### config.mk
export PLATFORM = sky130hd
export DESIGN_NAME = trap_and_interrupt_sequencer
export DESIGN_NICKNAME = d
export VERILOG_FILES = /design/src/design/trap_seq_pkg.sv /design/src/design/trap_and_interrupt_sequencer.sv
export SDC_FILE = /design/constraint.sdc
export NUM_CORES = 1
export LEC_CHECK = 0
export BUFFER_PORTS_ARGS = -buffer_cell sky130_fd_sc_hd__buf_2
export CORE_MARGIN = 1
export CORE_UTILIZATION = 54
export DETAILED_ROUTE_END_ITERATION = 10
export GPL_ROUTABILITY_DRIVEN = 0
export PLACE_DENSITY = 0.87
export SLEW_MARGIN = 20
export SYNTH_ARGS = -nofsm -noshare
export SYNTH_HDL_FRONTEND = slang
export SYNTH_SLANG_ARGS = --single-unit
### constraint.sdc
create_clock -name sys_clk -period 24.4 [get_ports sys_clk]
set_clock_uncertainty 0.15 [all_clocks]
set_input_delay 1.22 -clock sys_clk [delete_from_list [all_inputs] [get_ports sys_clk]]
set_output_delay 1.22 -clock sys_clk [all_outputs]
set_load 0.05 [all_outputs]
### src/design/trap_seq_pkg.sv
// constants shared by the trap and interrupt sequencer
package trap_seq_pkg;

   localparam int          IRQ_N          = 8;
   localparam int          TRAP_N         = 4;

   // ------------------------------------------------------------
   // register byte addresses
   // ------------------------------------------------------------
   localparam logic [11:0] ADDR_CTRL      = 12'h000;
   localparam logic [11:0] ADDR_PRIO      = 12'h004;
   localparam logic [11:0] ADDR_TRAP      = 12'h008;
   localparam logic [11:0] ADDR_RESET     = 12'h00c;
   localparam logic [11:0] ADDR_FLAG      = 12'h010;
   localparam logic [11:0] ADDR_ENABLE    = 12'h014;
   localparam logic [11:0] ADDR_IRQ_PRIO  = 12'h018;
   localparam logic [11:0] ADDR_STACK_LIM = 12'h01c;

   // ------------------------------------------------------------
   // field positions and reset values
   // ------------------------------------------------------------
   localparam int          CTRL_ALT_BIT   = 0;
   localparam int          CTRL_OVF31_BIT = 1;
   localparam int          CTRL_OVF39_BIT = 2;
   localparam int          PRIO_TOP_BIT   = 3;
   localparam int          CONFLICT_BIT   = 15;
   localparam logic [2:0]  LEVEL_RESET    = 3'h0;
   localparam logic [2:0]  IRQ_PRIO_RESET = 3'h4;
   localparam logic [15:0] STACK_LIM_RESET = 16'hfffe;

   // ------------------------------------------------------------
   // trap levels, index order math, address, stack, oscillator; first interrupt vector
   // ------------------------------------------------------------
   localparam int          TRAP_MATH      = 0;
   localparam int          TRAP_ADDR      = 1;
   localparam int          TRAP_STACK     = 2;
   localparam int          TRAP_OSC       = 3;
   localparam logic [3:0]  LVL_MATH       = 4'hb;
   localparam logic [3:0]  LVL_HARD_MIN   = 4'hc;
   localparam logic [3:0]  LVL_TRAP_MIN   = 4'h8;
   localparam logic [5:0]  IRQ_VEC_FIRST  = 6'h08;

   // ------------------------------------------------------------
   // memory map used by the vector tables and the error checks
   // ------------------------------------------------------------
   localparam logic [23:0] DEF_TABLE_BASE = 24'h000004;
   localparam logic [23:0] ALT_TABLE_BASE = 24'h000084;
   localparam logic [23:0] VEC_REGION_END = 24'h000100;
   localparam logic [23:0] PROG_TOP       = 24'h003fff;
   localparam logic [15:0] STACK_FLOOR    = 16'h0800;
   localparam logic [15:0] X_LO           = 16'h0800;
   localparam logic [15:0] X_HI           = 16'h0bff;
   localparam logic [15:0] Y_LO           = 16'h0c00;
   localparam logic [15:0] Y_HI           = 16'h0fff;
   localparam logic [15:0] DATA_TOP       = 16'h0fff;
   localparam logic [4:0]  SHIFT_MAX      = 5'h10;

endpackage

### src/design/trap_and_interrupt_sequencer.sv
// trap detection, trap and interrupt priority sequencing, apb registers
//
// Behaviour
// - traps run at levels 8 to 15, so the top priority bit is set.
// - level 7 outside a trap blocks all interrupts, traps still taken.
// - trap processing begins only after the faulting instruction completes.
// - divide by zero raises the math error trap.
// - enabled bit 31 accumulator overflow with guard bits unused raises math trap.
// - enabled bit 39 overflow with saturation off raises math trap.
// - shift count above the maximum raises a trap.
// - misaligned word, bad data read, bad program access, vector fetch: address trap.
// - dual operand access treats the other data region as unimplemented.
// - branch, jump or execution at unimplemented program address: address trap.
// - stack pointer above limit or below 0x0800 raises stack trap.
// - oscillator failure with fallback to backup clock raises trap.
// - simultaneous traps are taken by fixed priority, rest stay pending.
// - levels 8 to 11 are soft traps; math error is level 11.
// - levels 12 to 15 are hard; address 12, stack 13, oscillator 14.
// - lower hard trap during higher pending or serviced trap is a conflict.
// - a conflict resets the device and sets reset status bit 15.
// - flags sampled each cycle; flag with enable forms a request.
// - interrupt only when request priority exceeds the processor level.
// - entry pushes program counter and status low byte, loads new level.
// - top priority bit clear for interrupts; handlers clear flags first.
// - alternate vector select switches all vectors to the alternate table.
module trap_and_interrupt_sequencer
   import trap_seq_pkg::*;
(
   input  wire logic                    sys_clk,
   input  wire logic                    reset_n,
   input  wire logic                    psel,
   input  wire logic                    penable,
   input  wire logic                    pwrite,
   input  wire logic [11:0]             paddr,
   input  wire logic [31:0]             pwdata,
   output logic      [31:0]             prdata,
   output logic                         pready,
   output logic                         pslverr,
   input  wire logic                    instr_done,
   input  wire logic [23:0]             core_pc,
   input  wire logic [4:0]              status_flags,
   input  wire logic                    div_zero,
   input  wire logic [1:0]              acc_ovf31,
   input  wire logic                    guard_unused,
   input  wire logic [1:0]              acc_ovf39,
   input  wire logic                    sat_disabled,
   input  wire logic                    shift_vld,
   input  wire logic [4:0]              shift_count,
   input  wire logic                    data_acc,
   input  wire logic                    data_rd,
   input  wire logic                    data_word,
   input  wire logic                    dual_x_access,
   input  wire logic                    dual_y_access,
   input  wire logic [15:0]             data_addr,
   input  wire logic                    prog_acc,
   input  wire logic [23:0]             prog_addr,
   input  wire logic                    fetch_vld,
   input  wire logic [23:0]             fetch_addr,
   input  wire logic                    flow_lit_vld,
   input  wire logic [23:0]             flow_lit_addr,
   input  wire logic                    sp_load,
   input  wire logic [15:0]             sp_value,
   input  wire logic                    osc_fail,
   input  wire logic                    return_from_irq_op,
   input  wire logic [7:0]              ret_status_low,
   input  wire logic                    ret_top_bit,
   input  wire logic [IRQ_N-1:0]        irq_event,
   output logic                         exc_take,
   output logic      [23:0]             exc_vector,
   output logic      [23:0]             push_pc,
   output logic      [7:0]              status_low_byte,
   output logic                         push_top_bit,
   output logic      [2:0]              cpu_priority_level,
   output logic                         priority_top_bit,
   output logic                         device_reset_req
);
   import trap_seq_pkg::*;

   typedef struct packed {
      logic              alt_vector_select;
      logic              ovf31_en;
      logic              ovf39_en;
      logic [2:0]        lvl;
      logic              top;
      logic [TRAP_N-1:0] trap_pend;
      logic              trap_conflict_reset_flag;
      logic [IRQ_N-1:0]  irq_flag_regs;
      logic [IRQ_N-1:0]  irq_enable_regs;
      logic [3*IRQ_N-1:0] irq_prio;
      logic [15:0]       stack_limit_reg;
      logic              osc_seen;
      logic              take;
      logic [23:0]       vec;
      logic [23:0]       pc;
      logic [7:0]        slb;
      logic              ptop;
      logic              rst_req;
      logic [31:0]       rdata;
      logic              ready;
      logic              err;
   } state_t;

   state_t st;
   state_t next_st;

   // ------------------------------------------------------------
   // helpers
   // ------------------------------------------------------------
   function automatic logic prog_bad(input logic [23:0] a);
      prog_bad = (a > PROG_TOP);
   endfunction

   function automatic logic [23:0] vec_addr(input logic alt,
                                            input logic [5:0] n);
      vec_addr = (alt ? ALT_TABLE_BASE : DEF_TABLE_BASE) +
                 {17'h0, n, 1'b0};
   endfunction

   function automatic logic [3:0] trap_lvl(input int i);
      trap_lvl = LVL_MATH + 4'(i);
   endfunction

   function automatic logic data_bad(input logic [15:0] a,
                                     input logic x, input logic y);
      if (x)
         data_bad = (a < X_LO) || (a > X_HI);
      else if (y)
         data_bad = (a < Y_LO) || (a > Y_HI);
      else
         data_bad = (a > DATA_TOP);
   endfunction

   // ------------------------------------------------------------
   // combinational decisions
   // ------------------------------------------------------------
   logic [TRAP_N-1:0] trap_new;
   logic [3:0]        cur_level;
   logic [3:0]        trap_best;
   logic [1:0]        trap_idx;
   logic              trap_any;
   logic              trap_take;
   logic [2:0]        irq_best;
   logic [2:0]        irq_idx;
   logic [IRQ_N-1:0]  irq_req;
   logic              irq_take;
   logic              conflict;
   logic              wr;
   logic              rd_setup;

   always_comb begin
      cur_level = {st.top, st.lvl};
      trap_new[TRAP_MATH] = div_zero
         || (st.ovf31_en && (|acc_ovf31) && guard_unused)
         || (st.ovf39_en && (|acc_ovf39) && sat_disabled)
         || (shift_vld && (shift_count > SHIFT_MAX));
      trap_new[TRAP_ADDR] =
         (data_acc && data_word && data_addr[0])
         || (data_acc && data_rd &&
             data_bad(data_addr, dual_x_access, dual_y_access))
         || (prog_acc && prog_bad(prog_addr))
         || (fetch_vld && (fetch_addr < VEC_REGION_END))
         || (fetch_vld && prog_bad(fetch_addr))
         || (flow_lit_vld && prog_bad(flow_lit_addr));
      trap_new[TRAP_STACK] = sp_load &&
         ((sp_value > st.stack_limit_reg) || (sp_value < STACK_FLOOR));
      trap_new[TRAP_OSC] = osc_fail && !st.osc_seen;

      // highest pending trap wins, the others wait
      trap_any  = 1'b0;
      trap_idx  = 2'h0;
      trap_best = 4'h0;
      for (int i = 0; i < TRAP_N; i++) begin
         if (st.trap_pend[i]) begin
            trap_any  = 1'b1;
            trap_idx  = 2'(i);
            trap_best = trap_lvl(i);
         end
      end
      // fault completes first: take only on the instruction boundary
      trap_take = instr_done && trap_any && (trap_best > cur_level);

      // lower hard trap against higher pending or serviced trap
      conflict = 1'b0;
      for (int i = TRAP_ADDR; i < TRAP_N; i++) begin
         if (trap_new[i] && trap_lvl(i) >= LVL_HARD_MIN) begin
            if (cur_level >= LVL_HARD_MIN && cur_level > trap_lvl(i))
               conflict = 1'b1;
            for (int j = i + 1; j < TRAP_N; j++)
               if (st.trap_pend[j])
                  conflict = 1'b1;
         end
      end

      irq_req  = st.irq_flag_regs & st.irq_enable_regs;
      irq_best = 3'h0;
      irq_idx  = 3'h0;
      for (int i = IRQ_N - 1; i >= 0; i--) begin
         // ties go to the lower index, natural order
         if (irq_req[i] && st.irq_prio[3*i +: 3] >= irq_best) begin
            irq_best = st.irq_prio[3*i +: 3];
            irq_idx  = 3'(i);
         end
      end
      // a trap level always exceeds any 3 bit request, so level 7 or
      // any trap in service masks every interrupt
      irq_take = instr_done && !trap_take && !conflict &&
                 ({1'b0, irq_best} > cur_level);

      wr       = psel && penable && st.ready && pwrite;
      rd_setup = psel && !penable;
   end

   // ------------------------------------------------------------
   // next state
   // ------------------------------------------------------------
   always_comb begin
      next_st          = st;
      next_st.osc_seen = osc_fail;
      next_st.take     = 1'b0;
      next_st.rst_req  = 1'b0;

      // set beats a software clear in the same cycle
      if (wr && paddr == ADDR_FLAG)
         next_st.irq_flag_regs = st.irq_flag_regs & ~pwdata[IRQ_N-1:0];
      next_st.irq_flag_regs = next_st.irq_flag_regs | irq_event;
      if (wr && paddr == ADDR_RESET && pwdata[CONFLICT_BIT])
         next_st.trap_conflict_reset_flag = 1'b0;

      if (wr) begin
         if (paddr == ADDR_CTRL) begin
            next_st.alt_vector_select = pwdata[CTRL_ALT_BIT];
            next_st.ovf31_en          = pwdata[CTRL_OVF31_BIT];
            next_st.ovf39_en          = pwdata[CTRL_OVF39_BIT];
         end else if (paddr == ADDR_PRIO) begin
            next_st.lvl = pwdata[2:0];
         end else if (paddr == ADDR_ENABLE) begin
            next_st.irq_enable_regs = pwdata[IRQ_N-1:0];
         end else if (paddr == ADDR_IRQ_PRIO) begin
            next_st.irq_prio = pwdata[3*IRQ_N-1:0];
         end else if (paddr == ADDR_STACK_LIM) begin
            next_st.stack_limit_reg = pwdata[15:0];
         end
      end

      if (return_from_irq_op) begin
         next_st.lvl = ret_status_low[7:5];
         next_st.top = ret_top_bit;
      end

      next_st.trap_pend = st.trap_pend;
      if (trap_take)
         next_st.trap_pend[trap_idx] = 1'b0;
      next_st.trap_pend = next_st.trap_pend | trap_new;

      if (trap_take || irq_take) begin
         next_st.take = 1'b1;
         next_st.pc   = core_pc;
         next_st.slb  = {st.lvl, status_flags};
         next_st.ptop = st.top;
      end
      if (trap_take) begin
         next_st.lvl = trap_best[2:0];
         next_st.top = 1'b1;
         // trap vector number is its level less eight
         next_st.vec = vec_addr(st.alt_vector_select,
                                {2'h0, trap_best - LVL_TRAP_MIN});
      end else if (irq_take) begin
         next_st.lvl = irq_best;
         next_st.top = 1'b0;
         next_st.vec = vec_addr(st.alt_vector_select,
                                IRQ_VEC_FIRST + {3'h0, irq_idx});
      end

      if (conflict) begin
         next_st.rst_req                  = 1'b1;
         next_st.trap_conflict_reset_flag = 1'b1;
         next_st.trap_pend                = '0;
         next_st.lvl                      = LEVEL_RESET;
         next_st.top                      = 1'b0;
         next_st.take                     = 1'b0;
      end

      // apb answers in the access phase straight after setup
      next_st.ready = rd_setup;
      next_st.err   = 1'b0;
      next_st.rdata = 32'h0;
      if (rd_setup) begin
         if (paddr == ADDR_CTRL)
            next_st.rdata = {29'h0, st.ovf39_en, st.ovf31_en,
                             st.alt_vector_select};
         else if (paddr == ADDR_PRIO)
            next_st.rdata = {28'h0, st.top, st.lvl};
         else if (paddr == ADDR_TRAP)
            next_st.rdata = {28'h0, st.trap_pend};
         else if (paddr == ADDR_RESET)
            next_st.rdata = {16'h0, st.trap_conflict_reset_flag, 15'h0};
         else if (paddr == ADDR_FLAG)
            next_st.rdata = {24'h0, st.irq_flag_regs};
         else if (paddr == ADDR_ENABLE)
            next_st.rdata = {24'h0, st.irq_enable_regs};
         else if (paddr == ADDR_IRQ_PRIO)
            next_st.rdata = {8'h0, st.irq_prio};
         else if (paddr == ADDR_STACK_LIM)
            next_st.rdata = {16'h0, st.stack_limit_reg};
         else
            next_st.err = 1'b1;
      end
   end

   always_ff @(posedge sys_clk or negedge reset_n) begin
      if (!reset_n) begin
         st                 <= '0;
         st.irq_prio        <= {IRQ_N{IRQ_PRIO_RESET}};
         st.stack_limit_reg <= STACK_LIM_RESET;
         st.lvl             <= LEVEL_RESET;
      end else begin
         st <= next_st;
      end
   end

   assign prdata             = st.rdata;
   assign pready             = st.ready;
   assign pslverr            = st.err;
   assign exc_take           = st.take;
   assign exc_vector         = st.vec;
   assign push_pc            = st.pc;
   assign status_low_byte    = st.slb;
   assign push_top_bit       = st.ptop;
   assign cpu_priority_level = st.lvl;
   assign priority_top_bit   = st.top;
   assign device_reset_req   = st.rst_req;
endmodule

# Word level (Yosys, flattened, before mapping)
# Index checks and enable logic that the tools add are counted.
dict set report classes {
  n_addsub 4
  mul 0
  n_div 0
  magnitude_cmp 27
  eq_ne 8
  shifts 0
  n_mux 74
  n_bitwise 11
  n_reduce_logical 68
}
# cell count
set ops {}
lappend ops {{2-to-1 mux 24 bit} 10}
lappend ops {{> comparator 24 x 14 -> 1 bit (second input constant)} 3}
lappend ops {{2-to-1 mux 3 bit} 19}
lappend ops {{equality test 12 x 5 -> 1 bit (second input constant)} 4}
lappend ops {{< comparator 16 x 12 -> 1 bit (second input constant)} 3}
lappend ops {{logical AND 1 bit} 39}
lappend ops {{> comparator 16 x 12 -> 1 bit (second input constant)} 2}
lappend ops {{2-to-1 mux 4 bit} 8}
lappend ops {{2-to-1 mux 1 bit} 30}
lappend ops {{adder 24 x 5 -> 24 bit} 1}
lappend ops {{equality test 12 x 4 -> 1 bit (second input constant)} 2}
lappend ops {{< comparator 24 x 9 -> 1 bit (second input constant)} 1}
lappend ops {{greater-or-equal comparator 3 bit} 7}
lappend ops {{AND 8 bit} 2}
lappend ops {{> comparator 16 bit} 1}
lappend ops {{2-to-1 mux 16 bit} 1}
lappend ops {{2-to-1 mux 8 bit} 2}
lappend ops {{equality test 12 x 3 -> 1 bit (second input constant)} 1}
lappend ops {{> comparator 4 bit (second input constant)} 3}
lappend ops {{logical NOT 12 bit} 1}
lappend ops {{logical OR 1 bit} 12}
lappend ops {{nonzero test 5 bit} 2}
lappend ops {{adder 8 x 6 -> 9 bit} 1}
lappend ops {{2-to-1 mux 9 bit} 1}
lappend ops {{27 further kinds} 36}
dict set report totals {
  register_bits 162
  latch_bits 0
  mem_bits_rw 0
  mem_bits_ro 0
  inputBits 224
  output_inout_bits 97
  elab_cells 213
  memories 0
}

# Longest topological paths before layout
dict set report logic_depth {
  ltp_word 29
  depth_mapped 55
  depth_no_buf 55
}

# Least setup slack after synthesis
# OpenSTA, ideal clock, no wires.
dict set report synth_timing {
  kind {register to register}
  from {reg st[133] in the netlist's numbering}
  to {reg st (netlist bit push_pc[15])}
  setup_ns 0.125
  arrival_ns 10.505
  t_required_ns 24.125
  path_slack_ns 13.620
  stages_incl_launch_ff 50
  n_path_buf 1
  period_less_slack_ns 10.780
  path_cell_list {dfstp_2 nand3_2 ha_1 nand2_1 o21ai_1 nand2_1 o21ai_0 ha_1 nand2b_1 maj3_1 a41oi_1 mux2_2 ha_1 nand2b_1 maj3_1 a21oi_1 mux2i_1 inv_1 [14 not listed] a21oi_1 nor2_1 mux2_2 ha_1 nand2b_1 a21oi_1 nor2b_1 o211ai_1 nand2_1 nor2_1 a21oi_1 o21ai_1 ha_1 nand3_1 nand4_2 o21ai_2 buf_2 mux2_2}
}
dict set report synth_via {
  elab_chain_cells 27
}
# element line
set synth_lines {}
lappend synth_lines {{start: declaration} trap_and_interrupt_sequencer.sv:103} ;# state_t st;
lappend synth_lines {{start signal: assignment} trap_and_interrupt_sequencer.sv:317} ;# st <= next_st;
lappend synth_lines {{greater-or-equal comparator 3 x 1 -> 1 bit} trap_and_interrupt_sequencer.sv:199} ;# if (irq_req[i] && st.irq_prio[3*i +: 3] >= irq_best) begin
lappend synth_lines {{logical AND 1 bit} trap_and_interrupt_sequencer.sv:199}
lappend synth_lines {{2-to-1 mux 3 bit (*)} trap_and_interrupt_sequencer.sv:199}
lappend synth_lines {{greater-or-equal comparator 3 bit} trap_and_interrupt_sequencer.sv:199}
lappend synth_lines {{logical AND 1 bit} trap_and_interrupt_sequencer.sv:199}
lappend synth_lines {{2-to-1 mux 3 bit (*)} trap_and_interrupt_sequencer.sv:199}
lappend synth_lines {{greater-or-equal comparator 3 bit} trap_and_interrupt_sequencer.sv:199}
lappend synth_lines {{logical AND 1 bit} trap_and_interrupt_sequencer.sv:199}
lappend synth_lines {{[11 not listed]} -}
lappend synth_lines {{logical AND 1 bit} trap_and_interrupt_sequencer.sv:199}
lappend synth_lines {{2-to-1 mux 3 bit (*)} trap_and_interrupt_sequencer.sv:199}
lappend synth_lines {{greater-or-equal comparator 3 bit} trap_and_interrupt_sequencer.sv:199}
lappend synth_lines {{logical AND 1 bit} trap_and_interrupt_sequencer.sv:199}
lappend synth_lines {{2-to-1 mux 3 bit (*)} trap_and_interrupt_sequencer.sv:199}
lappend synth_lines {{> comparator 3 x 4 -> 1 bit (*)} trap_and_interrupt_sequencer.sv:207} ;# ({1'b0, irq_best} > cur_level);
lappend synth_lines {{logical AND 1 bit (*)} trap_and_interrupt_sequencer.sv:206} ;# irq_take = instr_done && !trap_take && !conflict &&
lappend synth_lines {{logical OR 1 bit (*)} trap_and_interrupt_sequencer.sv:255} ;# if (trap_take || irq_take) begin
# Mark *: on every way between the ends. The rest lies on a longest branch, timed or not.
# A chain may end at the register's enable or synchronous reset.

# Worst setup path in the final report
dict set report layout_timing {
  from {reg st[133] in the netlist's numbering}
  to {reg st (netlist bit push_pc[11])}
}
# The elaborated chain is that of the path after synthesis.

==> flow_summary_export.csv <==
group,metric,value,unit
routing,vias,6874,
worst_setup_path,path_max_fanout,31,
worst_setup_path,ff2ff_setup_slack,11.37,ns
cts,cts.clk_slew.worst_paths,0.06,ns
cts,ctsResizeCount,0,
yosys,synth_area_leaders,"dfrtp_1 (35%), mux2_2 (9.3%), buf_4 (8.7%), dfstp_2 (7.4%), ha_1 (5.8%)",
worst_setup_path,timing.critical_path.mode_cell,"ha_1",
sta,hold_viol_final,0,
min_path,hold_path.class,"flip-flop to flip-flop",
die,initial_core_util,0.556,
cts,cts_tree,"built",
worst_setup_path,worst-setup-path-type,"flip-flop to flip-flop",
grt,grt_antenna_before_repair,1,
outcome,run_status,"finished, violations left",
worst_setup_path,worst_setup_path_end_kind,"flip-flop",
die,io_pins,321,
die,die-area,15600,µm²
final_layout,final_area,9510,µm²
sta,finalSetupViolCount,0,
yosys,netlist_top_cells_count,"dfrtp_1 (113), buf_4 (94), nand2_1 (69)",
sta,finalSetupTns,0,ns
grt,grt_pass1_vias,6745,
grt,grt_pass1_wl,32900,µm
worst_setup_path,startpoint,"st[133]$_DFFE_PN1P_",
placed_design,postPlaceCellArea,8940,µm²
die,coreArea,14600,µm²
cts,cts_buffer_depth,2,
grt,grt_max_degree,80,
cts,cts.sinks,136,
final_layout,drive_gt1_frac,0.384,
routing,detail_route.wl_per_cell,17.6,µm
worst_setup_path,arrival,13.19,ns
die,dieWidth,125,µm
yosys,synth_cell_types,80,
routing,drt_wl_total,20800,µm
pwr,p_per_area,93.5,nW/µm²
yosys,syn_area_per_cell,10.0,µm²
worst_setup_path,reg2regPathDepth,50,
placed_design,io_buffers,236,
cts,cts-root-buf,"clkbuf_16",
routing,drt_pass1_iterations,8,
pwr,vdd_drop_max,0.0575,mV
yosys,synth_ff_type,"dfrtp_1",
min_path,hp-start,"push_pc[14]$_DFFE_PN0P_",
yosys,synth_area_leader_cell,"dfrtp_1",
placed_design,place.detailed.hpwl,15700,µm
final_layout,nets,1250,
routing,vias_per_cell,5.80,
sta,max_freq,0.0768,GHz
cts,cts_made_buffers,17,
sta,period_share,0.534,
routing,final_antenna_net_count,0,
yosys,yosys.area.top_type_share,0.347,
worst_setup_path,r2r_end,"push_pc[11]$_DFFE_PN0P_",
sta,slew_headroom,0.259,
grt,grt_util_all_layers,0.275,
worst_setup_path,slowest_stage,"dfstp_2",
cts,cts_hold_buf,0,
yosys,async_flop_share,1.00,
cts,h-tree-depth,4,
yosys,yosysSeqAreaShare,0.421,
yosys,ys_ff_latch,136,
placed_design,dp.cells,1153,
yosys,synth-edff-count,0,
worst_setup_path,slowest_delay,0.54,ns
worst_setup_path,required,24.56,ns
die,die_y,125,µm
min_path,hold_end,"push_pc[14]$_DFFE_PN0P_",
cts,clock_latency,0.43,ns
die,rows,44,
run,cap_violations,0,
yosys,yosysWarnings,0,
worst_setup_path,r2r-start,"st[133]$_DFFE_PN1P_",
min_path,holdPathStages,1,
final_layout,area_growth,16.7,%
pwr,power,0.000889,W
routing,drtIter0Drc,511,
routing,drc,34,
sta,maxSlewViolCount,0,
pwr,total_leakage_power,4.81,nW
final_layout,stdcell_count,1186,
sta,worstMarginPinSlew,1.10,ns
cts,post-cts-setup-buffer-count,0,
sta,fin_crit,13.03,ns
yosys,syn_inst,813,
worst_setup_path,cp-start-kind,"flip-flop",
yosys,syn_area,8150,µm²
grt,grt-ovfl-total,0,
sta,rsz0062_at_grt,"no",
outcome,failed_checks,"design-rule violations",
yosys,yosys.cell_count.top_type,"dfrtp_1",
-- logic make-up after synthesis --
kind of cell             Yosys count  synth area share
multiplexers                      91             0.125
flip-flops                       136             0.421
AND/OR/NAND/NOR                  222             0.136
buffers and inverters            153             0.114
AO/OA/AOI/OAI                    169             0.141
adder cells (fa/ha/maj)           40            0.0608
XOR/XNOR                           1           0.00108
other                              1          0.000460
-- area by class of cell --
| cell class | instances | area (µm²) |
|---|---|---|
| Antenna cell | 1 | 2.50 |
| Clock buffer | 23 | 458 |
| Clock inverter | 9 | 100 |
| Fill cell | 1181 | 5140 |
| Inverter | 41 | 154 |
| Multi-Input combinational cell | 549 | 3890 |
| Sequential cell | 136 | 3430 |
| Tap cell | 184 | 230 |
| Timing Repair Buffer | 243 | 1240 |
-- metal layers --
metal	global-route usage	routed length (µm)	vias up
li1	-	-	3150
met1	0.309	7870	3255
met2	0.482	10400	394
met3	0.0550	1680	75
met4	0.166	900	0
met5	0	0	-
-- cell usage in the layout (no fill, tap or decap), types with 4 or more instances in the layout --
cell,n
a211oi_1,5
a21o_1,16
a21oi_1,36
a31oi_1,8
and2_1,8
and3_1,5
and4_1,5
buf_2,235
buf_4,7
clkbuf_1,5
clkbuf_16,17
clkinv_2,5
conb_1,26
dfrtp_1,113
dfstp_2,23
ha_1,38
inv_1,40
mux2_2,67
mux2i_1,21
nand2_1,69
nand2b_1,7
nand3_1,11
nand4_1,6
nor2_1,63
nor2b_1,8
nor3_1,9
nor4_1,11
o211ai_1,9
o21a_1,5
o21ai_0,42
o22ai_1,6
or4_1,4
-- worst max path at each step --
stage,depth (start not counted),slack (ns),endpoint
6_report,50,11.37,push_pc[11]$_DFFE_PN0P_
5_1_grt,51,10.65,cpu_priority_level[2]$_DFFE_PN0P_
3_3_place_gp,49,11.95,push_pc[13]$_DFFE_PN0P_
4_1_cts,50,11.57,push_pc[11]$_DFFE_PN0P_
3_5_place_dp,50,11.77,push_pc[0]$_DFFE_PN0P_
2_1_floorplan,49,13.62,push_pc[15]$_DFFE_PN0P_
-- critical path: cells and delay by family (launching register included) --
kind / cells / cell delay, ns
mux: 4 / 1.62
fa+ha+maj: 10 / 2.85
simple gates: 16 / 2.95
flops: 1 / 0.54
compound gates: 18 / 4.24
buf+inv: 2 / 0.52
-- report_power, final --
group,switching [W],leakage [nW],internal [W]
combinational,0.000242,2.90,0.000112
clock,0.0000949,0.271,0.000152
sequential,0.0000236,1.64,0.000265
total,0.000360,4.81,0.000529
-- stage by stage --
| step | hold slack (ns) | worst slack [ns] | utilization |
|---|---|---|---|
| finish | 0.347 | 11.37 | 0.649 |
| global route | 0.359 | 10.65 | 0.649 |
| CTS | 0.353 | 11.57 | 0.649 |
| detailed placement | 0.341 | 11.77 | 0.611 |
| global placement | 0.333 | 11.95 | 0.611 |
| floorplan | 0.309 | 13.62 | - |
-- sequential cells by signal, summed over array words and instances, names as in the netlist --
name,cells
push_pc,24
priority_top_bit,1
pslverr,1
device_reset_req,1
status_low_byte,8
exc_take,1
push_top_bit,1
prdata,24
cpu_priority_level,3
st,65
exc_vector,6
pready,1
No activity file was read; power rests on OpenSTA's default activity.
